--- config.mk ---
export PLATFORM = sky130hd
export DESIGN_NAME = umc_modem_ctrl
export DESIGN_NICKNAME = d
export VERILOG_FILES = /design/src/core/umc_pkg.sv /design/src/core/umc_sync.sv /design/src/core/umc_modem_ctrl.sv
export SDC_FILE = /design/constraint.sdc
export NUM_CORES = 1
export LEC_CHECK = 0
export BUFFER_PORTS_ARGS = -buffer_cell sky130_fd_sc_hd__buf_2
export CORE_MARGIN = 3
export CORE_UTILIZATION = 46
export DETAILED_ROUTE_END_ITERATION = 10
export PLACE_DENSITY = 0.76
export SETUP_SLACK_MARGIN = 0.2
export SYNTH_ARGS = -nofsm -noshare
export SYNTH_HDL_FRONTEND = slang
export SYNTH_SLANG_ARGS = --single-unit
export TNS_END_PERCENT = 10
--- constraint.sdc ---
create_clock -name i_clk -period 1.85 [get_ports i_clk]
set_input_delay 0.37 -clock i_clk [delete_from_list [all_inputs] [get_ports i_clk]]
set_output_delay 0.37 -clock i_clk [all_outputs]
set_load 0.01 [all_outputs]
--- src/core/umc_pkg.sv ---
// constants, field positions and carrier types of the modem control block
// assumes one 25 MHz clock and a uart core beside it that owns the fifos
// Contract
// - dtr pin low while control bit 0 set outside loopback; loopback feeds status bit 5
// - rts pin follows control bit 1 unless auto rts owns it; held high in loopback
// - fifo ready register readable only while control bit 2 set
// - control bit 3 enables the interrupt pin driver; loopback feeds status 7
// - control bit 4 loops control 3:0 into status and tx into rx
// - control bit 5 enables xon-any
// - threshold and trigger registers writable only while control bit 6 set
// - control bit 7 selects divide by four; loaded with inverse strap
// - control bits 7:5 writable only with enhanced functions enabled
// - status bits 0,1,3 flag cts, dsr, cd changes; read clears
// - status bit 2 flags ring falling edge, rising edge in loopback; read clears
// - status bits 7:4 show cd, ri, dsr, cts active or loopback bits
// - modem inputs are active low pins, active high inside
// - enable bits 3:0 gate rx data, tx, line status, modem interrupts
// - enable bit 4 sleep; bits 5,6,7 gate xoff, rts, cts interrupts
// - enable bits 7:4 writable only with enhanced functions enabled
// - re-enabling tx interrupt while below threshold raises a new one
// - ident register read only; bit 0 low while any enabled source pending
// - ident bit 4 on xoff or special char, bit 5 on cts/rts rise
// - ident bits 7:6 both mirror the fifo enable bit
// - ident bits 5:0 give the highest priority pending source code
// - interrupt output goes active one cycle after an enabled source is pending
// - enhanced feature bit 4 is write enable for gated fields
// - fifo setup bit 0 enables both fifos
package umc_pkg;

   localparam int unsigned CLK_HZ = 25_000_000;

   // byte addresses on the register bus
   localparam logic [4:0] OFS_MODEM_CTRL = 5'h00;
   localparam logic [4:0] OFS_MODEM_STAT = 5'h04;
   localparam logic [4:0] OFS_INT_ENABLE = 5'h08;
   localparam logic [4:0] OFS_INT_IDENT  = 5'h0c;
   localparam logic [4:0] OFS_ENH_FEAT   = 5'h10;
   localparam logic [4:0] OFS_FIFO_SETUP = 5'h14;
   localparam logic [4:0] OFS_FIFO_READY = 5'h18;
   localparam logic [4:0] OFS_FLOW_TRIG  = 5'h1c;

   // modem control bits
   localparam int MC_DTR     = 0;
   localparam int MC_RTS     = 1;
   localparam int MC_FRDY_EN = 2;
   localparam int MC_IRQ_EN  = 3;
   localparam int MC_LOOP    = 4;
   localparam int MC_XON_ANY = 5;
   localparam int MC_FLOW_AC = 6;
   localparam int MC_DIV4    = 7;
   localparam logic [7:0] MC_GATED_MASK = 8'he0;
   localparam logic [7:0] MC_RESET      = 8'h00;

   // interrupt enable bits
   localparam int IE_RX_DATA = 0;
   localparam int IE_TX      = 1;
   localparam int IE_LINE    = 2;
   localparam int IE_MODEM   = 3;
   localparam int IE_SLEEP   = 4;
   localparam int IE_XOFF    = 5;
   localparam int IE_RTS     = 6;
   localparam int IE_CTS     = 7;
   localparam logic [7:0] IE_GATED_MASK = 8'hf0;
   localparam logic [7:0] IE_RESET      = 8'h00;

   // enhanced feature and fifo setup bits
   localparam int EF_ENH      = 4;
   localparam int EF_AUTO_RTS = 6;
   localparam int FS_FIFO_EN  = 0;
   localparam int FS_RX_CLR   = 1;
   localparam int FS_TX_CLR   = 2;
   localparam logic [7:0] FS_GATED_MASK = 8'h30;
   localparam logic [7:0] FS_PULSE_MASK = 8'h06;
   localparam logic [7:0] REG8_RESET    = 8'h00;

   // line order inside the four-bit modem vectors: cts, dsr, ri, cd
   localparam int LN_CTS = 0;
   localparam int LN_DSR = 1;
   localparam int LN_RI  = 2;
   localparam int LN_CD  = 3;
   localparam logic [3:0] PIN_IDLE = 4'hf;

   // identification codes, bits 5:0
   localparam logic [5:0] ID_NONE    = 6'h01;
   localparam logic [5:0] ID_LINE    = 6'h06;
   localparam logic [5:0] ID_TIMEOUT = 6'h0c;
   localparam logic [5:0] ID_RX_DATA = 6'h04;
   localparam logic [5:0] ID_TX      = 6'h02;
   localparam logic [5:0] ID_MODEM   = 6'h00;
   localparam logic [5:0] ID_XOFF    = 6'h10;
   localparam logic [5:0] ID_CTSRTS  = 6'h20;

   typedef struct packed {
      logic cd_n;
      logic ri_n;
      logic dsr_n;
      logic cts_n;
   } umc_modem_pins_type;

   typedef struct packed {
      logic       line_err;
      logic       rx_timeout;
      logic       rx_data;
      logic       tx_below;
      logic       xoff_det;
      logic       auto_rts_n;
      logic [7:0] fifo_ready;
   } umc_core_stat_type;

   typedef struct packed {
      logic       loopback;
      logic       xon_any;
      logic       clk_div4;
      logic       sleep_en;
      logic [7:0] enh_feat;
      logic [7:0] fifo_setup;
      logic [7:0] flow_thresh;
      logic [7:0] trig_level;
   } umc_core_ctl_type;

endpackage : umc_pkg

--- src/core/umc_sync.sv ---
// three-stage input synchroniser with agreement filter
// assumes asynchronous pin inputs and a synchronous active high reset
module umc_sync #(
   parameter int         W       = 4,
   parameter logic [W-1:0] RST_VAL = '1
) (
   input  wire logic         i_clk,
   input  wire logic         i_rst,
   input  wire logic [W-1:0] i_async,
   output logic      [W-1:0] o_level
);

   logic [W-1:0] s1_q;
   logic [W-1:0] s2_q;
   logic [W-1:0] s3_q;
   logic [W-1:0] lvl_q;

   // first stage feeds only the second
   always_ff @(posedge i_clk) begin
      if (i_rst) begin
         s1_q <= RST_VAL;
         s2_q <= RST_VAL;
         s3_q <= RST_VAL;
      end else begin
         s1_q <= i_async;
         s2_q <= s1_q;
         s3_q <= s2_q;
      end
   end

   // accept a bit once stages two and three agree
   always_ff @(posedge i_clk) begin
      if (i_rst) begin
         lvl_q <= RST_VAL;
      end else begin
         for (int i = 0; i < W; i++) begin
            if (s2_q[i] == s3_q[i]) begin
               lvl_q[i] <= s3_q[i];
            end
         end
      end
   end

   assign o_level = lvl_q;

endmodule : umc_sync

--- src/core/umc_modem_ctrl.sv ---
// modem control, modem status and interrupt logic of one uart channel
// assumes an avalon-mm master on i_clk and a uart core supplying status
module umc_modem_ctrl (
   input  wire logic                       i_clk,
   input  wire logic                       i_rst,
   input  wire logic [4:0]                 i_avs_address,
   input  wire logic                       i_avs_read,
   input  wire logic                       i_avs_write,
   input  wire logic [31:0]                i_avs_writedata,
   input  wire logic [3:0]                 i_avs_byteenable,
   output logic      [31:0]                o_avs_readdata,
   output logic                            o_avs_waitrequest,
   input  wire umc_pkg::umc_modem_pins_type i_modem,
   input  wire logic                       i_clock_divide_select_pin,
   input  wire umc_pkg::umc_core_stat_type i_core,
   output umc_pkg::umc_core_ctl_type       o_ctl,
   output logic                            o_dtr_n,
   output logic                            o_rts_n,
   output logic                            o_irq,
   output logic                            o_irq_oe
);

   // register bus state
   logic        ack_q;
   logic        req;
   logic        cap;
   logic        take;
   logic [31:0] rdata_q;

   // software registers
   logic [7:0]  mc_q;
   logic [7:0]  ie_q;
   logic [7:0]  ef_q;
   logic [7:0]  fs_q;
   logic [7:0]  tcr_q;
   logic [7:0]  tlr_q;
   logic        strap_pend_q;

   // modem lines
   umc_pkg::umc_modem_pins_type pins_s;
   logic [3:0]  line_act;
   logic [3:0]  prev_q;
   logic [3:0]  delta_q;
   logic [3:0]  delta_set;
   logic [7:0]  stat_val;

   // interrupt sources
   logic        tx_pend_q;
   logic        tx_below_q;
   logic        xoff_q;
   logic        cr_q;
   logic        rts_prev_q;
   logic        rts_n;
   logic        tx_reen;
   logic [5:0]  id_code;
   logic [7:0]  id_val;
   logic        irq_q;
   logic        loop;
   logic        enh;

   function automatic logic hit(input logic [4:0] a,
                                input logic [4:0] ofs);
      hit = (a == ofs);
   endfunction : hit

   assign loop = mc_q[umc_pkg::MC_LOOP];
   assign enh  = ef_q[umc_pkg::EF_ENH];

   // ---------------- avalon slave: one wait cycle per access
   assign req  = i_avs_read | i_avs_write;
   assign cap  = req & ~ack_q;
   assign take = req & ack_q;
   assign o_avs_waitrequest = req & ~ack_q;
   assign o_avs_readdata    = rdata_q;

   always_ff @(posedge i_clk) begin
      if (i_rst) begin
         ack_q <= 1'b0;
      end else begin
         ack_q <= cap;
      end
   end

   // read data captured on the first edge, held through the accept edge
   always_ff @(posedge i_clk) begin
      if (i_rst) begin
         rdata_q <= '0;
      end else if (cap & i_avs_read) begin
         rdata_q <= '0;
         if (hit(i_avs_address, umc_pkg::OFS_MODEM_CTRL)) begin
            rdata_q[7:0] <= mc_q;
         end else if (hit(i_avs_address, umc_pkg::OFS_MODEM_STAT)) begin
            rdata_q[7:0] <= stat_val;
         end else if (hit(i_avs_address, umc_pkg::OFS_INT_ENABLE)) begin
            rdata_q[7:0] <= ie_q;
         end else if (hit(i_avs_address, umc_pkg::OFS_INT_IDENT)) begin
            rdata_q[7:0] <= id_val;
         end else if (hit(i_avs_address, umc_pkg::OFS_ENH_FEAT)) begin
            rdata_q[7:0] <= ef_q;
         end else if (hit(i_avs_address, umc_pkg::OFS_FIFO_SETUP)) begin
            rdata_q[7:0] <= fs_q;
         end else if (hit(i_avs_address, umc_pkg::OFS_FIFO_READY)) begin
            if (mc_q[umc_pkg::MC_FRDY_EN] & ~loop) begin
               rdata_q[7:0] <= i_core.fifo_ready;
            end
         end else if (hit(i_avs_address, umc_pkg::OFS_FLOW_TRIG)) begin
            rdata_q[15:0] <= {tlr_q, tcr_q};
         end
      end
   end

   // ---------------- modem control register
   always_ff @(posedge i_clk) begin
      if (i_rst) begin
         mc_q         <= umc_pkg::MC_RESET;
         strap_pend_q <= 1'b1;
      end else begin
         strap_pend_q <= 1'b0;
         if (take & i_avs_write & i_avs_byteenable[0] &
             hit(i_avs_address, umc_pkg::OFS_MODEM_CTRL)) begin
            mc_q[4:0] <= i_avs_writedata[4:0];
            if (enh) begin
               mc_q[7:5] <= i_avs_writedata[7:5];
            end
         end
         if (strap_pend_q) begin
            mc_q[umc_pkg::MC_DIV4] <= ~i_clock_divide_select_pin;
         end
      end
   end

   // ---------------- interrupt enable register
   assign tx_reen = take & i_avs_write & i_avs_byteenable[0] &
                    hit(i_avs_address, umc_pkg::OFS_INT_ENABLE) &
                    i_avs_writedata[umc_pkg::IE_TX] &
                    ~ie_q[umc_pkg::IE_TX];

   always_ff @(posedge i_clk) begin
      if (i_rst) begin
         ie_q <= umc_pkg::IE_RESET;
      end else if (take & i_avs_write & i_avs_byteenable[0] &
                   hit(i_avs_address, umc_pkg::OFS_INT_ENABLE)) begin
         ie_q[3:0] <= i_avs_writedata[3:0];
         if (enh) begin
            ie_q[7:4] <= i_avs_writedata[7:4];
         end
      end
   end

   // ---------------- enhanced feature register
   always_ff @(posedge i_clk) begin
      if (i_rst) begin
         ef_q <= umc_pkg::REG8_RESET;
      end else if (take & i_avs_write & i_avs_byteenable[0] &
                   hit(i_avs_address, umc_pkg::OFS_ENH_FEAT)) begin
         ef_q <= i_avs_writedata[7:0];
      end
   end

   // ---------------- fifo setup: clear bits self-clear after one cycle
   always_ff @(posedge i_clk) begin
      if (i_rst) begin
         fs_q <= umc_pkg::REG8_RESET;
      end else if (take & i_avs_write & i_avs_byteenable[0] &
                   hit(i_avs_address, umc_pkg::OFS_FIFO_SETUP)) begin
         fs_q[umc_pkg::FS_FIFO_EN] <=
            i_avs_writedata[umc_pkg::FS_FIFO_EN];
         fs_q[umc_pkg::FS_RX_CLR]  <= i_avs_writedata[umc_pkg::FS_RX_CLR];
         fs_q[umc_pkg::FS_TX_CLR]  <= i_avs_writedata[umc_pkg::FS_TX_CLR];
         fs_q[3]   <= i_avs_writedata[3];
         fs_q[7:6] <= i_avs_writedata[7:6];
         if (enh) begin
            fs_q[5:4] <= i_avs_writedata[5:4];
         end
      end else begin
         fs_q <= fs_q & ~umc_pkg::FS_PULSE_MASK;
      end
   end

   // ---------------- threshold and trigger levels
   always_ff @(posedge i_clk) begin
      if (i_rst) begin
         tcr_q <= umc_pkg::REG8_RESET;
         tlr_q <= umc_pkg::REG8_RESET;
      end else if (take & i_avs_write & enh & mc_q[umc_pkg::MC_FLOW_AC] &
                   hit(i_avs_address, umc_pkg::OFS_FLOW_TRIG)) begin
         if (i_avs_byteenable[0]) begin
            tcr_q <= i_avs_writedata[7:0];
         end
         if (i_avs_byteenable[1]) begin
            tlr_q <= i_avs_writedata[15:8];
         end
      end
   end

   // ---------------- modem inputs
   umc_sync #(
      .W       (4),
      .RST_VAL (umc_pkg::PIN_IDLE)
   ) u_sync (
      .i_clk   (i_clk),
      .i_rst   (i_rst),
      .i_async (i_modem),
      .o_level (pins_s)
   );

   // active high line values, from pins or from control bits in loopback
   always_comb begin
      if (loop) begin
         line_act[umc_pkg::LN_CTS] = mc_q[umc_pkg::MC_RTS];
         line_act[umc_pkg::LN_DSR] = mc_q[umc_pkg::MC_DTR];
         line_act[umc_pkg::LN_RI]  = mc_q[umc_pkg::MC_FRDY_EN];
         line_act[umc_pkg::LN_CD]  = mc_q[umc_pkg::MC_IRQ_EN];
      end else begin
         line_act[umc_pkg::LN_CTS] = ~pins_s.cts_n;
         line_act[umc_pkg::LN_DSR] = ~pins_s.dsr_n;
         line_act[umc_pkg::LN_RI]  = ~pins_s.ri_n;
         line_act[umc_pkg::LN_CD]  = ~pins_s.cd_n;
      end
   end

   // change detection per line
   always_comb begin
      delta_set = prev_q ^ line_act;
      if (loop) begin
         delta_set[umc_pkg::LN_RI] = line_act[umc_pkg::LN_RI] &
                                     ~prev_q[umc_pkg::LN_RI];
      end else begin
         delta_set[umc_pkg::LN_RI] = ~line_act[umc_pkg::LN_RI] &
                                     prev_q[umc_pkg::LN_RI];
      end
   end

   always_ff @(posedge i_clk) begin
      if (i_rst) begin
         prev_q <= '0;
      end else begin
         prev_q <= line_act;
      end
   end

   // change flags clear on a status read; a new change wins
   always_ff @(posedge i_clk) begin
      if (i_rst) begin
         delta_q <= '0;
      end else begin
         for (int i = 0; i < 4; i++) begin
            if (delta_set[i]) begin
               delta_q[i] <= 1'b1;
            end else if (cap & i_avs_read &
                         hit(i_avs_address, umc_pkg::OFS_MODEM_STAT)) begin
               delta_q[i] <= 1'b0;
            end
         end
      end
   end

   assign stat_val = {line_act, delta_q};

   // ---------------- modem outputs
   always_comb begin
      if (ef_q[umc_pkg::EF_AUTO_RTS]) begin
         rts_n = i_core.auto_rts_n;
      end else begin
         rts_n = ~mc_q[umc_pkg::MC_RTS];
      end
   end

   // pins held inactive while looped back
   always_ff @(posedge i_clk) begin
      if (i_rst) begin
         o_dtr_n <= 1'b1;
         o_rts_n <= 1'b1;
      end else begin
         o_dtr_n <= loop | ~mc_q[umc_pkg::MC_DTR];
         o_rts_n <= loop | rts_n;
      end
   end

   // ---------------- interrupt sources
   always_ff @(posedge i_clk) begin
      if (i_rst) begin
         tx_below_q <= 1'b0;
         rts_prev_q <= 1'b1;
      end else begin
         tx_below_q <= i_core.tx_below;
         rts_prev_q <= o_rts_n;
      end
   end

   // tx interrupt: on entering below threshold or on re-enable
   always_ff @(posedge i_clk) begin
      if (i_rst) begin
         tx_pend_q <= 1'b0;
      end else if ((i_core.tx_below & ~tx_below_q) |
                   (tx_reen & i_core.tx_below)) begin
         tx_pend_q <= 1'b1;
      end else if (~i_core.tx_below |
                   (cap & i_avs_read & (id_code == umc_pkg::ID_TX) &
                    hit(i_avs_address, umc_pkg::OFS_INT_IDENT))) begin
         tx_pend_q <= 1'b0;
      end
   end

   always_ff @(posedge i_clk) begin
      if (i_rst) begin
         xoff_q <= 1'b0;
      end else if (i_core.xoff_det) begin
         xoff_q <= 1'b1;
      end else if (cap & i_avs_read & (id_code == umc_pkg::ID_XOFF) &
                   hit(i_avs_address, umc_pkg::OFS_INT_IDENT)) begin
         xoff_q <= 1'b0;
      end
   end

   // cts pin or rts pin going inactive
   always_ff @(posedge i_clk) begin
      if (i_rst) begin
         cr_q <= 1'b0;
      end else if ((ie_q[umc_pkg::IE_CTS] & delta_set[umc_pkg::LN_CTS] &
                    prev_q[umc_pkg::LN_CTS]) |
                   (ie_q[umc_pkg::IE_RTS] & o_rts_n & ~rts_prev_q)) begin
         cr_q <= 1'b1;
      end else if (cap & i_avs_read & (id_code == umc_pkg::ID_CTSRTS) &
                   hit(i_avs_address, umc_pkg::OFS_INT_IDENT)) begin
         cr_q <= 1'b0;
      end
   end

   // priority encoder for the identification code
   always_comb begin
      if (ie_q[umc_pkg::IE_LINE] & i_core.line_err) begin
         id_code = umc_pkg::ID_LINE;
      end else if (ie_q[umc_pkg::IE_RX_DATA] & i_core.rx_timeout) begin
         id_code = umc_pkg::ID_TIMEOUT;
      end else if (ie_q[umc_pkg::IE_RX_DATA] & i_core.rx_data) begin
         id_code = umc_pkg::ID_RX_DATA;
      end else if (ie_q[umc_pkg::IE_TX] & tx_pend_q) begin
         id_code = umc_pkg::ID_TX;
      end else if (ie_q[umc_pkg::IE_MODEM] & |delta_q) begin
         id_code = umc_pkg::ID_MODEM;
      end else if (ie_q[umc_pkg::IE_XOFF] & xoff_q) begin
         id_code = umc_pkg::ID_XOFF;
      end else if (cr_q) begin
         id_code = umc_pkg::ID_CTSRTS;
      end else begin
         id_code = umc_pkg::ID_NONE;
      end
   end

   assign id_val = {{2{fs_q[umc_pkg::FS_FIFO_EN]}}, id_code};

   // interrupt pin: level plus driver enable
   always_ff @(posedge i_clk) begin
      if (i_rst) begin
         irq_q <= 1'b0;
      end else begin
         irq_q <= (id_code != umc_pkg::ID_NONE);
      end
   end

   assign o_irq    = irq_q;
   assign o_irq_oe = mc_q[umc_pkg::MC_IRQ_EN];

   // ---------------- control out to the uart core
   always_comb begin
      o_ctl.loopback    = loop;
      o_ctl.xon_any     = mc_q[umc_pkg::MC_XON_ANY];
      o_ctl.clk_div4    = mc_q[umc_pkg::MC_DIV4];
      o_ctl.sleep_en    = ie_q[umc_pkg::IE_SLEEP];
      o_ctl.enh_feat    = ef_q;
      o_ctl.fifo_setup  = fs_q;
      o_ctl.flow_thresh = tcr_q;
      o_ctl.trig_level  = tlr_q;
   end

endmodule : umc_modem_ctrl

==> results of run 1 <==
-- cell type report --
class,instances,area (um^2),share of cell area
clock buffers,11,131.4,0.02393
clock inverters,4,28.78,0.005242
inverters,10,37.54,0.006837
multi-input cells,360,2247,0.4093
flip-flops and latches,98,1963,0.3576
well taps,129,161.4,0.02940
repair buffers,150,920.9,0.1677
-- layer usage --
layer  up-vias  wire length, um  track usage
met3        23              846      0.04486
met2       176             5938       0.3696
met4         0              307      0.07787
li1       1975                -            -
met1      1942             5352       0.3027
met5         -                0            0
-- worst max-delay path: stages (launching register included) --
cell	delay, ns
dfxtp_1	0.33
buf_4	0.22
and3b_1	0.19
mux4_2	0.48
a21oi_1	0.23
o21ai_0	0.11
-- power by group through the flow --
stage / Clock [mW] / Combinational [mW] / Sequential, mW
after floorplan: 0 / 0.211 / 2.20
after global placement: 0 / 0.352 / 2.20
after detailed placement: 0 / 0.356 / 2.21
after CTS: 1.23 / 0.361 / 2.16
after global routing: 1.32 / 0.401 / 2.16
final: 1.20 / 0.370 / 2.16
-- worst max path at each step --
stage / cells past startpoint / start / to
after CTS: 5 / mc_q[4]$_SDFFE_PP0P_ / o_avs_readdata[2]$_SDFFE_PP0P_
final: 5 / mc_q[4]$_SDFFE_PP0P_ / o_avs_readdata[2]$_SDFFE_PP0P_
after global placement: 7 / i_avs_address[1] / fs_q[3]$_SDFFE_PP0P_
after global routing: 5 / mc_q[4]$_SDFFE_PP0P_ / o_avs_readdata[2]$_SDFFE_PP0P_
after detailed placement: 5 / i_avs_address[1] / o_avs_readdata[4]$_SDFFE_PP0P_
after floorplan: 5 / i_avs_address[4] / mc_q[7]$_SDFFE_PP0P_
-- flip-flops by register name, summed over array words and instances (netlist names) --
register,flops
o_irq,1
cr_q,1
u_sync.s3_q,4
o_rts_n,1
tx_pend_q,1
tx_below_q,1
prev_q,4
tlr_q,8
mc_q,8
ef_q,8
u_sync.s2_q,4
delta_q,4
ack_q,1
u_sync.o_level,4
tcr_q,8
rts_prev_q,1
o_dtr_n,1
ie_q,8
fs_q,8
u_sync.s1_q,4
o_avs_readdata,16
xoff_q,1
strap_pend_q,1
-- placed cells by master, fill, tap and decap left out, types with 4 or more instances in the layout --
| cell type | synthesis | final |
|---|---|---|
| nor3_1 | 9 | 8 |
| inv_1 | 10 | 10 |
| nor2b_1 | 7 | 7 |
| buf_2 | 4 | 102 |
| conb_1 | 1 | 16 |
| nand2_1 | 36 | 36 |
| nand3_1 | 23 | 22 |
| nand2b_1 | 6 | 6 |
| a21oi_1 | 44 | 44 |
| o21ai_0 | 10 | 10 |
| buf_12 | 0 | 4 |
| or2_2 | 14 | 14 |
| nor3_4 | 3 | 4 |
| o21bai_1 | 4 | 4 |
| mux2i_1 | 37 | 37 |
| clkbuf_8 | 0 | 9 |
| buf_4 | 22 | 44 |
| dfxtp_1 | 98 | 97 |
| a22oi_1 | 9 | 9 |
| and3b_1 | 6 | 6 |
| nor2_1 | 72 | 72 |
| o22ai_1 | 5 | 5 |
| nand3b_1 | 4 | 4 |
-- cells by family (layout without fill, tap and decap cells) --
family	Yosys count	after routing	synth area share
other	1	16	0.0008551
flip-flops	98	98	0.4474
AND/OR/NAND/NOR	199	199	0.2291
buffers and inverters	59	175	0.07047
multiplexers	40	40	0.09814
AO/OA/AOI/OAI	102	102	0.1481
XOR/XNOR	3	3	0.005993
-- metrics by stage --
stage / setup slack (ns) / instance area (um^2) / std cells
after global routing: 0.1225 / 5490 / 762
after global placement: -0.08219 / 5251 / 746
final: 0.1673 / 5490 / 762
after detailed placement: -0.1362 / 5251 / 746
after floorplan: 0.1363 / 4448 / 517
after CTS: 0.1923 / 5439 / 761
-- timing repair --
action                                  4_1_cts  5_1_grt
resized for setup                             5        8
endpoints found under the hold margin         0        0
endpoints found under the setup margin        5       25
setup buffers                                 0        1
gates cloned                                  0        0
pin swaps                                     0        3
==> results.py, run 1 <==
metrics = {
    "outcome": {
        "status": "finished clean",
    },
    "logic_synthesis": {
        "synth-seq-cells": 98,
        "synth_area_um2": 4385,
        "ys_top_cells_by_area": "dfxtp_1, mux2i_1, nor2_1",
        "synthFlopType": "dfxtp_1",
        "yosys-top-cells-count": "dfxtp_1, nor2_1, a21oi_1",
        "synth_edf_count": 0,
        "synthCells": 502,
        "yosysWarnings": 0,
        "ys_seq_area_frac": 0.4474,
        "yosysMostFrequentCell": "dfxtp_1",
        "synth_top_cell_area_share": 0.4474,
        "syn-mean-instance-area_um2": 8.736,
        "synth.distinct_cells": 54,
        "yosysTopAreaCell": "dfxtp_1",
        "synthArstFlopShare": 0,
    },
    "timing": {
        "hold_violations": 0,
        "finalMaxSlewViolations": 0,
        "fin_setup_tns_ns": 0,
        "timing.fmax_mhz": 594.3,
        "period_needed_ns": 1.683,
        "finalSetupViolCount": 0,
        "finalClockSkew_ns": 0.005816,
        "finalCritPeriodShare": 0.9096,
        "holdWs_ns": 0.1957,
        "rsz0062_at_grt": "true",
    },
    "layout": {
        "fillCellCount": 824,
        "utilization": 0.5942,
        "nets": 693,
        "area_growth_pct": 25.19,
        "antennaDiodeCount": 0,
        "drive_above_1_share": 0.3160,
    },
    "placed_design": {
        "dpl.hpwl_mm": 9.412,
        "io_buffers": 102,
        "globalplace.congestion": 0.9425,
    },
    "drt": {
        "vias": 4116,
        "vias_per_cell": 5.402,
        "drc_errors": 0,
        "ant_nets": 0,
        "firstDrtPassIters": 5,
        "drtIter0Drc": 267,
        "routedWlPerCell_um": 16.33,
        "totalWireLength_mm": 12.45,
    },
    "cts": {
        "numClockSinks": 98,
        "cts.hold.buffers_added": 0,
        "cts_tree": "built",
        "cts_buffer_depth": 2,
        "root_buffer": "clkbuf_8",
        "clk_pin_slew_ns": 0.09,
        "clk_latency_ns": 0.35,
        "htreeDepth": 3,
        "cts_inserted_buffers": 9,
    },
    "grt": {
        "grt_pass1_wl_mm": 19.95,
        "first_global_vias": 3955,
        "grtUsageTotal": 0.2271,
        "grt_max_degree": 41,
        "grt-ovfl-total": 0,
        "antenna_found_initial": 0,
    },
    "worst_setup_path": {
        "worstPathMaxFanout": 13,
        "r2r_end": "o_avs_readdata[2]$_SDFFE_PP0P_",
        "path_class": "flop to flop",
        "critPathLaunchType": "flop",
        "r2r_start": "mc_q[4]$_SDFFE_PP0P_",
        "crit_arrival_ns": 1.92,
        "r2r_cells": 5,
        "regToRegSetupSlack_ns": 0.17,
        "required_ns": 2.08,
        "crit_path_end_kind": "flop",
    },
    "die": {
        "io_pins": 137,
        "die_h_um": 103.6,
        "die_area_um2": 10740,
        "initial_utilization": 0.4746,
        "core_area_um2": 9240,
        "rows": 35,
        "die_w_um": 103.6,
    },
    "min_path": {
        "whs_path_depth": 2,
        "whs_endpoint": "u_sync.s1_q[0]$_SDFF_PP1_",
        "min_from": "i_modem[0]",
        "min_path_type": "input port to flop",
    },
    "power_and_ir_drop": {
        "p_int_mw": 2.772,
        "ir_drop_mv": 0.4664,
        "power_density_nw_per_um2": 678.0,
        "total_power_mw": 3.722,
        "swShare": 0.2553,
        "p_seq_frac": 0.579,
        "p_sw_mw": 0.9502,
        "clkPwrFrac": 0.321,
        "p_comb_frac": 0.099,
        "p_leak_nw": 2.355,
    },
    "job": {
        "drv_cap": 0,
    },
}
Power figures use the tool's default switching activity.
==> run 2: changes to the inputs <==
- CORE_UTILIZATION: 46 -> 51
- PLACE_DENSITY: 0.76 -> 0.8
- clock period: 1.85 -> 1.7 ns (I/O delays scaled with it)
==> run 2 against run 1 <==
Critical path depth increased by 1. Total power increased by 19%. Final cell count decreased by 0.79%. Clock skew increased by 0.0050 ns. Non-clock buffer count increased by 17. Combinational power increased by 13%. First-iteration DRC count increased by 10%. Via count increased by 3.3%. Count of clock-buffer cells in the layout decreased by 2. Critical path type unchanged. Largest cell class unchanged.
==> results.py, run 2 (synthesis gave the netlist of run 1 again) <==
metrics = {
    "outcome": {
        "status": "finished clean",
    },
    "job": {
        "drv_cap": 0,
    },
    "power_and_ir_drop": {
        "power_density_nw_per_um2": 775.6,
        "p_leak_nw": 2.484,
        "ir_drop_mv": 0.3798,
        "total_power_mw": 4.443,
    },
    "worst_setup_path": {
        "crit_arrival_ns": 1.89,
        "cp-startpoint": "delta_q[3]$_SDFFE_PP0P_",
        "worstPathMaxFanout": 4,
        "path_class": "flop to flop",
        "critPathSlowestCell": "o41ai_4",
        "path_cells": "o41ai_4 > nand4_1 > buf_6 > nor2_4 > a2111oi_4 > nor4_2",
        "critPathLaunchType": "flop",
        "required_ns": 1.97,
        "r2r_end": "o_avs_readdata[5]$_SDFFE_PP0P_",
        "regToRegSetupSlack_ns": 0.08,
        "cp_slowest_stage_delay_ns": 0.41,
        "endpoint": "o_avs_readdata[5]$_SDFFE_PP0P_",
        "crit_path_end_kind": "flop",
        "r2r_start": "delta_q[3]$_SDFFE_PP0P_",
        "r2r_cells": 6,
    },
    "die": {
        "die_w_um": 98.73,
        "initial_utilization": 0.5284,
        "io_pins": 137,
        "die_h_um": 98.73,
        "die_area_um2": 9748,
        "core_area_um2": 8299,
        "rows": 33,
    },
    "timing": {
        "finalClockSkew_ns": 0.01086,
        "finalMaxSlewViolations": 0,
        "holdWs_ns": 0.1541,
        "finalSetupViolCount": 0,
        "rsz0062_at_grt": "true",
        "timing.fmax_mhz": 617.5,
        "finalCritPeriodShare": 0.9526,
        "period_needed_ns": 1.619,
        "hold_violations": 0,
    },
    "grt": {
        "antenna_found_initial": 1,
        "grt-ovfl-total": 0,
        "first_global_vias": 4089,
        "grt_max_degree": 71,
        "grtUsageTotal": 0.2579,
        "grt_pass1_wl_mm": 20.19,
    },
    "cts": {
        "htreeDepth": 3,
        "cts_inserted_buffers": 9,
        "numClockSinks": 98,
        "clk_latency_ns": 0.36,
        "clk_pin_slew_ns": 0.10,
        "cts_tree": "built",
        "root_buffer": "clkbuf_8",
        "cts_buffer_depth": 2,
    },
    "layout": {
        "layout_commonest_cell": "buf_2",
        "antennaDiodeCount": 0,
        "nets": 710,
        "final_cell_mix": "buf_2, dfxtp_1, nor2_1",
        "area_growth_pct": 30.64,
        "stdcell_area_um2": 5729,
        "drive_above_1_share": 0.3518,
        "largest_reg_flops": 16,
        "finalNonFillerCells": 756,
    },
    "drt": {
        "vias": 4251,
        "totalWireLength_mm": 12.72,
        "drc_errors": 0,
        "drtIter0Drc": 295,
        "firstDrtPassIters": 5,
        "vias_per_cell": 5.623,
        "ant_nets": 0,
        "routedWlPerCell_um": 16.82,
    },
    "min_path": {
        "min_path_type": "input port to flop",
    },
    "placed_design": {
        "io_buffers": 102,
        "dpl_cell_area_um2": 5306,
        "globalplace.congestion": 0.9564,
        "dpl.hpwl_mm": 9.350,
        "post-place-cells": 735,
    },
}
-- run 2: power breakdown --
group / internal, mW / switching (mW) / leakage, nW
logic: 0.169 / 0.249 / 1.58
registers: 2.32 / 0.0190 / 0.797
clock network: 0.842 / 0.839 / 0.111
-- run 2: metrics by stage --
step	utilization	setup WS, ns	TNS [ns]
2_1_floorplan	-	0.01630	0
3_3_place_gp	0.6394	-0.1468	-2.998
3_5_place_dp	0.6394	-0.1430	-4.429
4_1_cts	0.6780	0.09668	0
5_1_grt	0.6903	0.008347	0
6_report	0.6903	0.08055	0
-- run 2: worst max-delay path: cells and delay by family, from the launching register on --
family | cells | cell delay, ns
AOI/OAI and AO/OA | 2 | 0.48
DFF | 1 | 0.37
buffers and inverters | 1 | 0.18
and+or+nand+nor | 3 | 0.51
-- run 2: how the worst min path moves through the flow --
| stage | start | to | slack [ns] | depth (start not counted) |
|---|---|---|---|---|
| detailed placement | u_sync.s1_q[2]$_SDFF_PP1_ | u_sync.s2_q[2]$_SDFF_PP1_ | 0.39 | 1 |
| CTS | i_modem[2] | u_sync.s1_q[2]$_SDFF_PP1_ | 0.15 | 2 |
| finish | i_modem[2] | u_sync.s1_q[2]$_SDFF_PP1_ | 0.15 | 2 |
| global route | i_modem[2] | u_sync.s1_q[2]$_SDFF_PP1_ | 0.15 | 2 |
| floorplan | i_rst | strap_pend_q$_DFF_P_ | 0.37 | 0 |
| global placement | u_sync.s1_q[3]$_SDFF_PP1_ | u_sync.s2_q[3]$_SDFF_PP1_ | 0.40 | 1 |
-- run 2: layout make-up --
type | count | area [um^2]
timing repair buffer | 167 | 1059
fill | 671 | 2570
multi-input combinational | 360 | 2311
sequential | 98 | 1968
clock inverter | 7 | 98.84
clock buffer | 9 | 123.9
tap | 105 | 131.4
inverter | 10 | 37.54
-- run 2: repair_timing --
item                       CTS  global route
resized for setup           15            17
buffers inserted             4             1
setup endpoints to repair   11            57
hold endpoints to repair     0             0
pin swaps                    9             8
hold buffers                 0             0
-- run 2: metal layers --
metal | vias up | wire length (um) | track usage
met2 | 225 | 6150 | 0.4217
met3 | 27 | 974 | 0.05237
li1 | 2007 | - | -
met5 | - | 0 | 0
met1 | 1992 | 5311 | 0.3341
met4 | 0 | 278 | 0.1050
==> run 3: changes to the inputs <==
- GPL_TIMING_DRIVEN: unset -> 0
==> run 3 against run 2 <==
Combinational power is 5.7% higher. First-iteration DRC count increased by 19%. Routed wire length increased by 8.1%. Non-clock buffer count fell by 3. Flip-flop and latch count is the same. Maximum frequency shrank 0.59%. Critical endpoint is now mc_q[7]$_SDFFE_PP0P_. Largest power group unchanged.
==> results.py, run 3 (synthesis gave the netlist of run 1 again) <==
metrics = {
    "power_and_ir_drop": {
        "ir_drop_mv": 0.5792,
        "power_density_nw_per_um2": 814.7,
        "p_leak_nw": 2.457,
    },
    "timing": {
        "holdWs_ns": 0.08246,
        "finalSetupViolCount": 0,
        "slew_headroom": 0.5460,
        "rsz0062_at_grt": "true",
        "finalCritPeriodShare": 0.9583,
        "timing.fmax_mhz": 613.9,
        "period_needed_ns": 1.629,
        "finalMaxSlewViolations": 0,
        "hold_violations": 0,
        "finalClockSkew_ns": 0.01108,
        "fin_setup_tns_ns": 0,
        "tightest_slew_ns": 0.6810,
    },
    "drt": {
        "dr_wl_met3_mm": 1.343,
        "topRoutingLayerUsed": "met4",
        "wl_met1_mm": 5.439,
        "drc_errors": 0,
        "dr_wl_met2_mm": 6.577,
        "totalWireLength_mm": 13.74,
        "routedWlPerCell_um": 18.25,
        "ant_nets": 0,
        "firstDrtPassIters": 5,
        "vias": 4351,
        "vias_per_cell": 5.778,
        "drtIter0Drc": 350,
    },
    "grt": {
        "first_global_vias": 4048,
        "antenna_found_initial": 0,
        "grt_pass1_wl_mm": 21.20,
        "grtUsageTotal": 0.2744,
        "grt_max_degree": 18,
        "grt-ovfl-total": 0,
    },
    "cts": {
        "htreeDepth": 3,
        "root_buffer": "clkbuf_8",
        "numClockSinks": 98,
        "clk_pin_slew_ns": 0.10,
        "cts_buffer_depth": 2,
        "clk_latency_ns": 0.37,
        "cts_tree": "built",
        "cts.hold.buffers_added": 0,
        "cts_inserted_buffers": 9,
    },
    "die": {
        "die_area_um2": 9748,
        "core_area_um2": 8299,
        "io_pins": 137,
        "die_w_um": 98.73,
        "initial_utilization": 0.5284,
        "rows": 33,
        "die_h_um": 98.73,
    },
    "worst_setup_path": {
        "cp_slowest_stage_delay_ns": 0.44,
        "path_cells": "buf_2 > nor2_2 > nand2_2 > or3_4 > mux2_4 > o21a_1",
        "critPathSlowestCell": "or3_4",
        "regToRegSetupSlack_ns": 0.11,
        "crit_path_end_kind": "flop",
        "crit_family": "simple AND/OR/NAND/NOR gates",
        "r2r_end": "o_avs_readdata[3]$_SDFFE_PP0P_",
        "r2r_cells": 6,
        "worstPathMaxFanout": 9,
        "path_class": "input port to flop",
        "required_ns": 1.98,
        "path_buf_inv": 1,
        "r2r_start": "mc_q[4]$_SDFFE_PP0P_",
        "critPathLaunchType": "input port",
        "crit_arrival_ns": 1.91,
    },
    "layout": {
        "antennaDiodeCount": 0,
        "layout_commonest_cell": "buf_2",
        "final_cell_mix": "buf_2, dfxtp_1, nor2_1",
        "fillCellCount": 681,
        "largest_reg_flops": 16,
        "nets": 707,
        "area_growth_pct": 30.27,
        "drive_above_1_share": 0.3503,
        "stdcell_area_um2": 5713,
    },
    "placed_design": {
        "dpl_cell_area_um2": 5094,
        "io_buffers": 102,
        "globalplace.congestion": 0.9648,
        "dpl.hpwl_mm": 9.864,
    },
    "min_path": {
        "min_path_type": "input port to flop",
        "min_from": "i_rst",
        "whs_path_depth": 1,
        "whs_endpoint": "strap_pend_q$_DFF_P_",
    },
    "outcome": {
        "status": "finished clean",
    },
    "job": {
        "drv_cap": 0,
    },
}
-- run 3: cell count changes in the layout (fill, tap and decap cells not counted), sizes merged --
cell      change
buf          -25
clkbuf       +22
bufinv        +1
clkinv        -1
clkinvlp      +1
inv           -1
-- run 3: cell type report --
type,instances,area (um^2),share of cell area
buffer,49,315.3,0.05519
inverter,10,37.54,0.006570
clock buffer,9,123.9,0.02168
tap,105,131.4,0.02300
multi-input combinational,360,2360,0.4131
sequential,98,1977,0.3460
timing repair buffer,115,645.6,0.1130
clock inverter,7,122.6,0.02146
-- run 3: how the worst max path moves through the flow --
stage,start,to,slack [ns],cells after the start
3_5_place_dp,i_avs_address[3],o_avs_readdata[2]$_SDFFE_PP0P_,-0.60,6
4_1_cts,mc_q[4]$_SDFFE_PP0P_,o_avs_readdata[5]$_SDFFE_PP0P_,0.09,5
2_1_floorplan,i_avs_address[4],mc_q[7]$_SDFFE_PP0P_,0.02,5
3_3_place_gp,i_avs_address[3],o_avs_readdata[2]$_SDFFE_PP0P_,-0.60,6
6_report,i_avs_address[2],mc_q[7]$_SDFFE_PP0P_,0.07,6
5_1_grt,mc_q[4]$_SDFFE_PP0P_,o_avs_readdata[3]$_SDFFE_PP0P_,0.02,6
-- run 3: worst register-to-register path, delay by kind of cell, from the launching register on --
| family | cells | cell delay, ns |
|---|---|---|
| flops | 1 | 0.38 |
| simple gates | 1 | 0.21 |
| compound gates | 4 | 0.80 |
| buf+inv | 1 | 0.14 |
-- run 3: metrics by stage --
| stage | std cells | util | power [mW] | setup slack [ns] |
|---|---|---|---|---|
| floorplan | 517 | - | 2.628 | 0.01630 |
| CTS | 748 | 0.6753 | 4.628 | 0.08890 |
| finish | 753 | 0.6884 | 4.654 | 0.07094 |
| global placement | 724 | 0.6137 | 2.792 | -0.5993 |
| global route | 753 | 0.6884 | 4.796 | 0.01670 |
| detailed placement | 724 | 0.6137 | 2.797 | -0.5961 |
-- run 3: per-layer routing --
metal / GRT usage / vias to the layer above
met4: 0.1155 / 0
met2: 0.4425 / 260
li1: - / 2009
met1: 0.3643 / 2046
met5: 0 / -
met3: 0.04742 / 36
-- run 3: report_power, final --
group          internal (mW)  total [mW]  switching (mW)
Sequential              2.32        2.34          0.0211
Combinational          0.168       0.442           0.274
Clock                  0.988        1.87           0.880
Total                   3.48        4.65            1.17
-- run 3: timing repair --
action	CTS	global route
cloned	0	0
buffers inserted	8	5
pin swaps	12	5
resized for setup	53	18
setup endpoints to repair	75	67
